<file path="config.mk">
export PLATFORM = sky130hd
export DESIGN_NAME = pepseq_sequencer
export DESIGN_NICKNAME = d
export VERILOG_FILES = /design/src/inc/pepseq_pkg.sv /design/src/hdl/pepseq_page_divider.sv /design/src/hdl/pepseq_sequencer.sv
export SDC_FILE = /design/constraint.sdc
export NUM_CORES = 1
export LEC_CHECK = 0
export BUFFER_PORTS_ARGS = -buffer_cell sky130_fd_sc_hd__buf_2
export CAP_MARGIN = 10
export CORE_MARGIN = 2
export CORE_UTILIZATION = 55
export DETAILED_ROUTE_END_ITERATION = 10
export PLACE_DENSITY = 0.83
export SYNTH_ARGS = -nofsm -noshare
export SYNTH_HDL_FRONTEND = slang
export SYNTH_HIERARCHICAL = 1
export SYNTH_SLANG_ARGS = --single-unit
</file>
<file path="constraint.sdc">
create_clock -name clk -period 2.3 [get_ports clk]
set_input_delay 0.23 -clock clk [delete_from_list [all_inputs] [get_ports clk]]
set_output_delay 0.23 -clock clk [all_outputs]
set_load 0.01 [all_outputs]
</file>
<file path="src/inc/pepseq_pkg.sv">
/*
 * Package for the print engine period sequencer: period codes,
 * cleaning intervals and counter widths.
 * Assumes a single 100 MHz clock domain and synchronous inputs.
 */
`default_nettype none

package pepseq_pkg;

    // ********************************************************
    // Periods, one-hot
    // ********************************************************
    typedef enum logic [5:0] {
        PEPSEQ_POWERUP_WAIT = 6'h01,
        PEPSEQ_IDLE_READY   = 6'h02,
        PEPSEQ_SLEEP        = 6'h04,
        PEPSEQ_INIT_ROT     = 6'h08,
        PEPSEQ_PRINT        = 6'h10,
        PEPSEQ_LAST_ROT     = 6'h20
    } pepseq_period_t;

    // Encoded period reported to the formatter
    localparam logic [2:0] PEPSEQ_CODE_WAIT     = 3'h0;
    localparam logic [2:0] PEPSEQ_CODE_IDLE     = 3'h1;
    localparam logic [2:0] PEPSEQ_CODE_SLEEP    = 3'h2;
    localparam logic [2:0] PEPSEQ_CODE_INIT_ROT = 3'h3;
    localparam logic [2:0] PEPSEQ_CODE_PRINT    = 3'h4;
    localparam logic [2:0] PEPSEQ_CODE_LAST_ROT = 3'h5;

    // ********************************************************
    // Cleaning intervals in pages
    // ********************************************************
    localparam int         PEPSEQ_CNT_W          = 7;
    localparam logic [6:0] PEPSEQ_CART_INTERVAL  = 7'h23;
    localparam logic [6:0] PEPSEQ_BELT_INTERVAL  = 7'h64;
    localparam logic [6:0] PEPSEQ_CNT_RESET      = 7'h00;

endpackage : pepseq_pkg

`default_nettype wire

</file>
<file path="src/hdl/pepseq_page_divider.sv">
/*
 * Page divider: counts page pulses and fires a one-cycle tick every
 * INTERVAL pages. Used once per cleaning kind.
 * Assumes pageDone is a one-cycle pulse in the same clock domain.
 */
`default_nettype none

module pepseq_page_divider
    import pepseq_pkg::*;
#(
    parameter logic [PEPSEQ_CNT_W-1:0] INTERVAL = PEPSEQ_CART_INTERVAL
) (
    // Clock and reset
    input  wire logic clk,
    input  wire logic rst_b,
    // Page events
    input  wire logic pageDone,
    output logic      tick
);

    typedef struct packed {
        logic [PEPSEQ_CNT_W-1:0] count;
        logic                    tick;
    } pepseq_div_t;

    pepseq_div_t state;
    pepseq_div_t next_state;

    always_comb begin
        next_state      = state;
        next_state.tick = 1'b0;
        if (pageDone) begin
            if (state.count == INTERVAL - 7'h01) begin
                next_state.count = PEPSEQ_CNT_RESET;
                next_state.tick  = 1'b1;
            end else begin
                next_state.count = state.count + 7'h01;
            end
        end
    end

    always_ff @(posedge clk) begin
        if (!rst_b) begin
            state <= '0;
        end else begin
            state <= next_state;
        end
    end

    assign tick = state.tick;

endmodule : pepseq_page_divider

`default_nettype wire

</file>
<file path="src/hdl/pepseq_sequencer.sv">
/*
 * Print engine period sequencer: power-up wait, idle ready, sleep,
 * initial rotation, print and last rotation, with page-count driven
 * cartridge and transfer belt cleaning requests and status to the
 * formatter.
 * Assumes all inputs are synchronous to clk; subsystem done and
 * sensor inputs are levels or pulses held at least one cycle.
 */
`default_nettype none

module pepseq_sequencer
    import pepseq_pkg::*;
(
    // Clock and reset
    input  wire logic       clk,
    input  wire logic       rst_b,
    // Formatter commands and video
    input  wire logic       printCmd,
    input  wire logic       sleepCmd,
    input  wire logic       wakeCmd,
    input  wire logic       videoIn,
    // Subsystem completions and sensors
    input  wire logic       beltCleanDone,
    input  wire logic       cartCleanDone,
    input  wire logic       checksDone,
    input  wire logic       adjustNeeded,
    input  wire logic       adjustDone,
    input  wire logic       rotationReady,
    input  wire logic       leadingEdgeSensed,
    input  wire logic       transferBiasOff,
    input  wire logic       drumMotorStopped,
    input  wire logic       tonerLow,
    input  wire logic       cartridgeMissing,
    input  wire logic       subsysFault,
    // Engine actions
    output logic            beltCleanReq,
    output logic            cartCleanReq,
    output logic            checkReq,
    output logic            adjustReq,
    output logic            motorRunReq,
    output logic            laserOn,
    output logic            lowPowerMode,
    // Formatter status
    output logic            pageSync,
    output logic [2:0]      periodCode,
    output logic            readyToPrint,
    output logic            statusTonerLow,
    output logic            statusNoCartridge,
    output logic            statusFault
);

    // ********************************************************
    // State
    // ********************************************************
    typedef struct packed {
        pepseq_period_t period;
        logic           sheetSeen;
        logic           checksOk;
        logic           adjustOk;
        logic           beltPend;
        logic           cartPend;
        logic           pageSync;
        logic           pageDone;
        logic           laserOn;
        logic [2:0]     code;
        logic           tonerLow;
        logic           noCart;
        logic           fault;
    } pepseq_state_t;

    pepseq_state_t state;
    pepseq_state_t next_state;
    logic          cartTick;
    logic          beltTick;

    // ********************************************************
    // Page dividers
    // ********************************************************
    pepseq_page_divider #(
        .INTERVAL (PEPSEQ_CART_INTERVAL)
    ) u_cart_div (
        .clk      (clk),
        .rst_b    (rst_b),
        .pageDone (state.pageDone),
        .tick     (cartTick)
    );

    pepseq_page_divider #(
        .INTERVAL (PEPSEQ_BELT_INTERVAL)
    ) u_belt_div (
        .clk      (clk),
        .rst_b    (rst_b),
        .pageDone (state.pageDone),
        .tick     (beltTick)
    );

    // ********************************************************
    // Next state
    // ********************************************************
    always_comb begin
        next_state          = state;
        next_state.pageSync = 1'b0;
        next_state.pageDone = 1'b0;
        next_state.laserOn  = 1'b0;

        // Ticks win over completion so no cleaning is lost
        if (cartCleanDone) begin
            next_state.cartPend = 1'b0;
        end
        if (beltCleanDone) begin
            next_state.beltPend = 1'b0;
        end
        if (cartTick) begin
            next_state.cartPend = 1'b1;
        end
        if (beltTick) begin
            next_state.beltPend = 1'b1;
        end

        unique case (state.period)
            PEPSEQ_POWERUP_WAIT: begin
                if (checksDone) begin
                    next_state.checksOk = 1'b1;
                end
                if (!adjustNeeded || adjustDone) begin
                    next_state.adjustOk = 1'b1;
                end
                // Belt cleaning is last; checks must be done first
                if (beltCleanDone && state.checksOk && state.adjustOk) begin
                    next_state.period = PEPSEQ_IDLE_READY;
                end
            end
            PEPSEQ_IDLE_READY: begin
                if (printCmd) begin
                    next_state.period = PEPSEQ_INIT_ROT;
                end else if (sleepCmd) begin
                    next_state.period = PEPSEQ_SLEEP;
                end
            end
            PEPSEQ_SLEEP: begin
                // Waking lands in idle ready, not straight into print
                if (wakeCmd || printCmd) begin
                    next_state.period = PEPSEQ_IDLE_READY;
                end
            end
            PEPSEQ_INIT_ROT: begin
                if (rotationReady) begin
                    next_state.pageSync  = 1'b1;
                    next_state.sheetSeen = 1'b0;
                    next_state.period    = PEPSEQ_PRINT;
                end
            end
            PEPSEQ_PRINT: begin
                next_state.laserOn = videoIn;
                if (leadingEdgeSensed) begin
                    next_state.sheetSeen = 1'b1;
                end
                if (state.sheetSeen && transferBiasOff) begin
                    next_state.pageDone = 1'b1;
                    next_state.period   = PEPSEQ_LAST_ROT;
                end
            end
            PEPSEQ_LAST_ROT: begin
                if (printCmd) begin
                    next_state.period = PEPSEQ_INIT_ROT;
                end else if (drumMotorStopped) begin
                    next_state.period = PEPSEQ_IDLE_READY;
                end
            end
            default: begin
                next_state.period = PEPSEQ_POWERUP_WAIT;
            end
        endcase

        unique case (next_state.period)
            PEPSEQ_POWERUP_WAIT: next_state.code = PEPSEQ_CODE_WAIT;
            PEPSEQ_IDLE_READY:   next_state.code = PEPSEQ_CODE_IDLE;
            PEPSEQ_SLEEP:        next_state.code = PEPSEQ_CODE_SLEEP;
            PEPSEQ_INIT_ROT:     next_state.code = PEPSEQ_CODE_INIT_ROT;
            PEPSEQ_PRINT:        next_state.code = PEPSEQ_CODE_PRINT;
            PEPSEQ_LAST_ROT:     next_state.code = PEPSEQ_CODE_LAST_ROT;
            default:             next_state.code = PEPSEQ_CODE_WAIT;
        endcase

        next_state.tonerLow = tonerLow;
        next_state.noCart   = cartridgeMissing;
        next_state.fault    = subsysFault;
    end

    always_ff @(posedge clk) begin
        if (!rst_b) begin
            state          <= '0;
            state.period   <= PEPSEQ_POWERUP_WAIT;
            state.beltPend <= 1'b1;
            state.code     <= PEPSEQ_CODE_WAIT;
        end else begin
            state <= next_state;
        end
    end

    // ********************************************************
    // Outputs
    // ********************************************************
    // Cleaning requests run only in wait or idle ready so a sheet
    // in flight is never disturbed
    assign beltCleanReq = state.beltPend &&
                          (state.period == PEPSEQ_POWERUP_WAIT ||
                           state.period == PEPSEQ_IDLE_READY);
    assign cartCleanReq = state.cartPend &&
                          state.period == PEPSEQ_IDLE_READY;
    assign checkReq     = state.period == PEPSEQ_POWERUP_WAIT &&
                          !state.checksOk;
    assign adjustReq    = state.period == PEPSEQ_POWERUP_WAIT &&
                          !state.adjustOk;
    assign motorRunReq  = state.period == PEPSEQ_INIT_ROT ||
                          state.period == PEPSEQ_PRINT ||
                          state.period == PEPSEQ_LAST_ROT;
    assign lowPowerMode = state.period == PEPSEQ_SLEEP;
    assign readyToPrint = state.period == PEPSEQ_IDLE_READY;

    assign laserOn           = state.laserOn;
    assign pageSync          = state.pageSync;
    assign periodCode        = state.code;
    assign statusTonerLow    = state.tonerLow;
    assign statusNoCartridge = state.noCart;
    assign statusFault       = state.fault;

endmodule : pepseq_sequencer

`default_nettype wire

</file>
==> reports/metrics.cfg, run 1 <==
[drt]
routed_wl_um=3240
vias_per_cell=5.33
avgRoutedWirePerCell_um=12.4
vias=1390
drc_errors=0
drtIter0Drc=100
ant_nets=0
first_pass_iters=4

[cts]
clk_pin_slew_ns=0.11
cts_num_sinks=36
clock_latency_ns=0.34
post_cts_buffers=0
cts-root-buf=clkbuf_4
ctsResizeCount=0
tritoncts=built
cts-buffers-inserted=5
htreeDepth=2
cts_hold_buf=0
max-clock-path-buffers=2

[global_route]
grt_usage_pct=19.8
gr-total-overflow=0
grt_max_degree=17
antenna_found_initial=0
grt_pass1_vias=1238
grt_pass1_wl_um=5220

[placement]
dp_hpwl_um=2420
gp_congestion=0.900
port_buffers=32

[critical_path]
regToRegStartpoint=state[19]
r2r_slack_ns=0.68
endpoint_kind=output port
crit_type=flop to output port
startpoint_type=flop
ff2ff_path_depth=4
worstReg2RegEnd=periodCode[1]
cp.required_ns=2.07
worstPathMaxFanout=10
cp.arrival_ns=1.80

[sta]
finalSetupViolations=0
finClkSkew_ns=0.0183
clock.fmax_mhz=494
fin_crit_sh_pct=88.1
rsz0062_at_grt=false
final-max-slew-violation-count=0
timing.hold.ws_ns=0.0923
maxSlewHeadroom_pct=66.9
fin_tns_setup_ns=0
finalCriticalPeriod_ns=2.03
tightestPinTransition_ns=0.496
finalHoldViolations=0

[min_path]
worstHoldPathType=primary input to flop
min_to=statusNoCartridge
hold_depth=2
holdCritStartpoint=cartridgeMissing

[synthesis]
ys_ff_latch=36
synth_most_common_cell=dfxtp_1
synth_commonest_cells=dfxtp_1, nor2_1, nand2_1
syn_area_per_cell_um2=9.33
ys.flop_type=dfxtp_1
async_flop_share_pct=0
yosys.area.top_type=dfxtp_1
synth.area.top_cells=dfxtp_1, nor2_1, xor2_1
synth_fp_nets=208
seq_area_frac_synth_pct=41.3
syn_inst=187
synth_warnings=6
synth_area_mm2=0.00175
synth_enable_flop_cells=0
netlist.area_leader.share_pct=41.3
synth.distinct_cells=47

[power_and_ir_drop]
ir_drop_mv=0.340
power_mw=1.07
p_leak_nw=0.784
power_density_mw_per_mm2=550

[final_layout]
n_fill_cell=267
area_growth_pct=10.9
drive_above_1_share_pct=25.3
antenna_cells=0
nets=237

[floorplanning]
io_pins=33
die_h_um=60.3
core.rowCount=20
start_util_pct=57.6
die-area_mm2=0.00364
core_mm2=0.00303
die_x_um=60.3

[status]
outcome=completed

[run]
drv_cap=0

state kept, by name, indices dropped and copies added, names as in the netlist:
| register | flops |
|---|---|
| state | 12 |
| u_belt_div/state | 7 |
| u_cart_div/state | 7 |
| periodCode | 3 |
| laserOn | 1 |
| pageSync | 1 |
| statusFault | 1 |
| statusNoCartridge | 1 |
| statusTonerLow | 1 |
| u_belt_div/tick | 1 |
| u_cart_div/tick | 1 |
cells by family (layout without fill, tap and decap cells):
logic type | Yosys count | in the layout | share of synthesized area, %
multiplexers | 1 | 1 | 0.573
XOR/XNOR | 11 | 11 | 5.52
flip-flops | 36 | 36 | 41.3
AO/OA/AOI/OAI | 29 | 29 | 12.3
buffers and inverters | 20 | 50 | 7.10
AND/OR/NAND/NOR | 87 | 87 | 31.1
adder cells (fa/ha/maj) | 3 | 3 | 2.15
layer usage:
metal  vias to the layer above  routed length, um  track usage, %
li1                        709                  -               -
met4                         0                 48            12.1
met2                        43               1630            32.3
met1                       630               1370            23.0
met5                         -                  0               0
met3                         8                188            5.76
power by group:
part	switching [mW]	total, mW	internal [mW]
logic	0.0461	0.0848	0.0386
clock network	0.215	0.336	0.120
registers	0.0102	0.645	0.635
total	0.272	1.07	0.794
cells in the final DEF, fill, tap and decap left out, types with 4 or more instances in the layout:
| cell type | count |
|---|---|
| o21ai_0 | 5 |
| inv_1 | 9 |
| dfxtp_1 | 36 |
| or3_1 | 4 |
| nand2_1 | 15 |
| xor2_1 | 8 |
| nand3_1 | 7 |
| clkbuf_4 | 5 |
| a21oi_1 | 7 |
| nor2_1 | 22 |
| and2_1 | 7 |
| nand4_1 | 6 |
| buf_2 | 32 |
metrics by stage:
stage          setup slack (ns)  instances  util, %  instance area, um2
3_3_place_gp              0.724        253     61.9                1870
2_1_floorplan             0.848        187        -                1750
3_5_place_dp              0.671        253     61.9                1870
6_report                  0.275        261     63.9                1940
4_1_cts                   0.254        261     63.9                1940
5_1_grt                   0.146        261     63.9                1940
how the worst max path moves through the flow:
stage | cells past startpoint | startpoint | slack [ns] | to
2_1_floorplan | 3 | state[17] | 0.85 | beltCleanReq
3_3_place_gp | 4 | state[17] | 0.72 | beltCleanReq
3_5_place_dp | 4 | state[19] | 0.67 | beltCleanReq
4_1_cts | 4 | state[19] | 0.25 | beltCleanReq
5_1_grt | 4 | state[19] | 0.15 | beltCleanReq
6_report | 4 | state[19] | 0.27 | beltCleanReq
worst max-delay path: stages, from the launching register on:
cell      delay (ns)
dfxtp_1         0.46
nor4_4          0.39
nand2_1         0.22
a21boi_0        0.23
buf_2           0.16
final cells by class:
cell class | count | area (um2) | share of cell area, %
multi-input combinational | 131 | 901 | 46.5
sequential | 36 | 721 | 37.2
timing repair buffer | 32 | 160 | 8.27
tap | 44 | 55.1 | 2.84
clock buffer | 5 | 37.5 | 1.94
inverter | 10 | 37.5 | 1.94
clock inverter | 3 | 23.8 | 1.23
(Power assumes the default switching activity.)
==> run 2, diff against run 1 <==
PLACE_DENSITY = 0.88   (was 0.83)
==> run 2 against run 1 <==
Against the previous run:
- die area unchanged
- critical path depth unchanged
- count of clock-buffer cells in the layout up 1
- clock power is 6.8% higher
- non-clock buffer count grew 1
- final cell count rose by 0.38%
- maximum frequency rose by 2.2%
- first-iteration DRC count fell by 34%
- register-to-register slack worse by 0.05 ns
- worst hold slack worse by 0.0047 ns
- combinational power rose by 2%
- global-route usage is 1.1 points higher
- largest cell class unchanged
==> reports/metrics.cfg, run 2 (same netlist as run 1, synthesis figures left out) <==
[final_layout]
instances_no_fill=262
top_regs=state (12), u_belt_div/state (7), u_cart_div/state (7)
fin_area_mm2=0.00194
nets=238
final_common_cell=dfxtp_1
drive_above_1_share_pct=25.7
largest_register_ffs=12
regMostFlops=state
area_growth_pct=11.3
antenna_cells=0
layout_common_cells=dfxtp_1, buf_2, nor2_1

[cts]
cts_hold_buf=0
htreeDepth=2
clock_latency_ns=0.34
cts-buffers-inserted=5
max-clock-path-buffers=2
cts-root-buf=clkbuf_4
tritoncts=built
post_cts_buffers=0
ctsResizeCount=0
clk_pin_slew_ns=0.11
cts_num_sinks=36

[power_and_ir_drop]
p_leak_nw=0.800
combPwrFrac_pct=7.9
p_seq_share_pct=59.1
switchingPower_mw=0.272
internal_power_mw=0.819
power_density_mw_per_mm2=561
ir_drop_mv=0.451
switching_share_pct=24.9
clockPowerShare_pct=32.9

[placement]
place_ws_ns=0.697
gp_congestion=0.899
dpl.cell_count=254
dp_hpwl_um=2440
port_buffers=32
place_area_mm2=0.00188

[global_route]
grt_pass1_wl_um=5600
gr-total-overflow=0
grt_usage_pct=20.9
antenna_found_initial=0
grt_pass1_vias=1290
grt_max_degree=17

[sta]
fin_tns_setup_ns=0
rsz0062_at_grt=false
timing.hold.ws_ns=0.0876
finalCriticalPeriod_ns=1.98
finalHoldViolations=0
final-max-slew-violation-count=0
finClkSkew_ns=0.00483
finalSetupViolations=0
fin_crit_sh_pct=86.1
maxSlewHeadroom_pct=67.9
clock.fmax_mhz=505
tightestPinTransition_ns=0.481
fin_ws_ns=0.319

[drt]
avgRoutedWirePerCell_um=12.8
drc_errors=0
ant_nets=0
drtIter0Drc=66
vias=1422
routed_wl_um=3350
vias_per_cell=5.43
first_pass_iters=4

[min_path]
worstHoldPathType=primary input to flop

[floorplanning]
core.rowCount=20
io_pins=33
die_h_um=60.3
die_x_um=60.3
start_util_pct=57.6
core_mm2=0.00303
die-area_mm2=0.00364

[critical_path]
cp.arrival_ns=1.75
startpoint_type=flop
worstReg2RegEnd=periodCode[1]
r2r_slack_ns=0.63
critPathLaunch=state[19]
worstPathMaxFanout=10
crit_end=beltCleanReq
cp.required_ns=2.07
endpoint_kind=output port
ff2ff_path_depth=4
regToRegStartpoint=state[19]
crit_type=flop to output port

[status]
outcome=completed

[run]
drv_cap=0

run 2: cell type report:
cell class	count	area, um2
fillers	250	1080
multi-input cells	131	901
flip-flops and latches	36	721
repair buffers	33	168
well taps	44	55.1
clock buffers	6	51.3
inverters	10	37.5
clock inverters	2	10.0
run 2: worst min-delay path by stage:
| stage | startpoint | cells past startpoint | slack [ns] | end |
|---|---|---|---|---|
| 2_1_floorplan | printCmd | 1 | 0.30 | state[16] |
| 3_3_place_gp | u_belt_div/tick | 1 | 0.42 | state[10] |
| 3_5_place_dp | u_belt_div/tick | 1 | 0.42 | state[10] |
| 4_1_cts | cartridgeMissing | 2 | 0.08 | statusNoCartridge |
| 5_1_grt | cartridgeMissing | 2 | 0.08 | statusNoCartridge |
| 6_report | cartridgeMissing | 2 | 0.09 | statusNoCartridge |
run 2: worst max-delay path: stages (launching register included):
cell and delay, ns:
dfxtp_1 0.47, nor4_4 0.38, nand2_1 0.21, a21boi_0 0.20, buf_2 0.15
run 2: power by group through the flow:
stage               registers [mW]  clock network (mW)  logic, mW
finish                       0.645               0.359     0.0863
global route                 0.647               0.393     0.0962
CTS                          0.645               0.364     0.0870
detailed placement           0.659                   0     0.0862
global placement             0.659                   0     0.0839
floorplan                    0.655                   0     0.0543
run 2: per-layer routing:
| metal | vias up | track usage, % | wire, um |
|---|---|---|---|
| li1 | 709 | - | - |
| met3 | 11 | 7.25 | 168 |
| met1 | 664 | 24.8 | 1470 |
| met4 | 0 | 10.5 | 106 |
| met5 | - | 0 | 0 |
| met2 | 38 | 33.7 | 1600 |
run 2: through the flow:
step | power (mW) | util, %
3_5_place_dp | 0.745 | 62.1
4_1_cts | 1.10 | 64.2
3_3_place_gp | 0.743 | 62.1
2_1_floorplan | 0.709 | -
6_report | 1.09 | 64.2
5_1_grt | 1.14 | 64.2
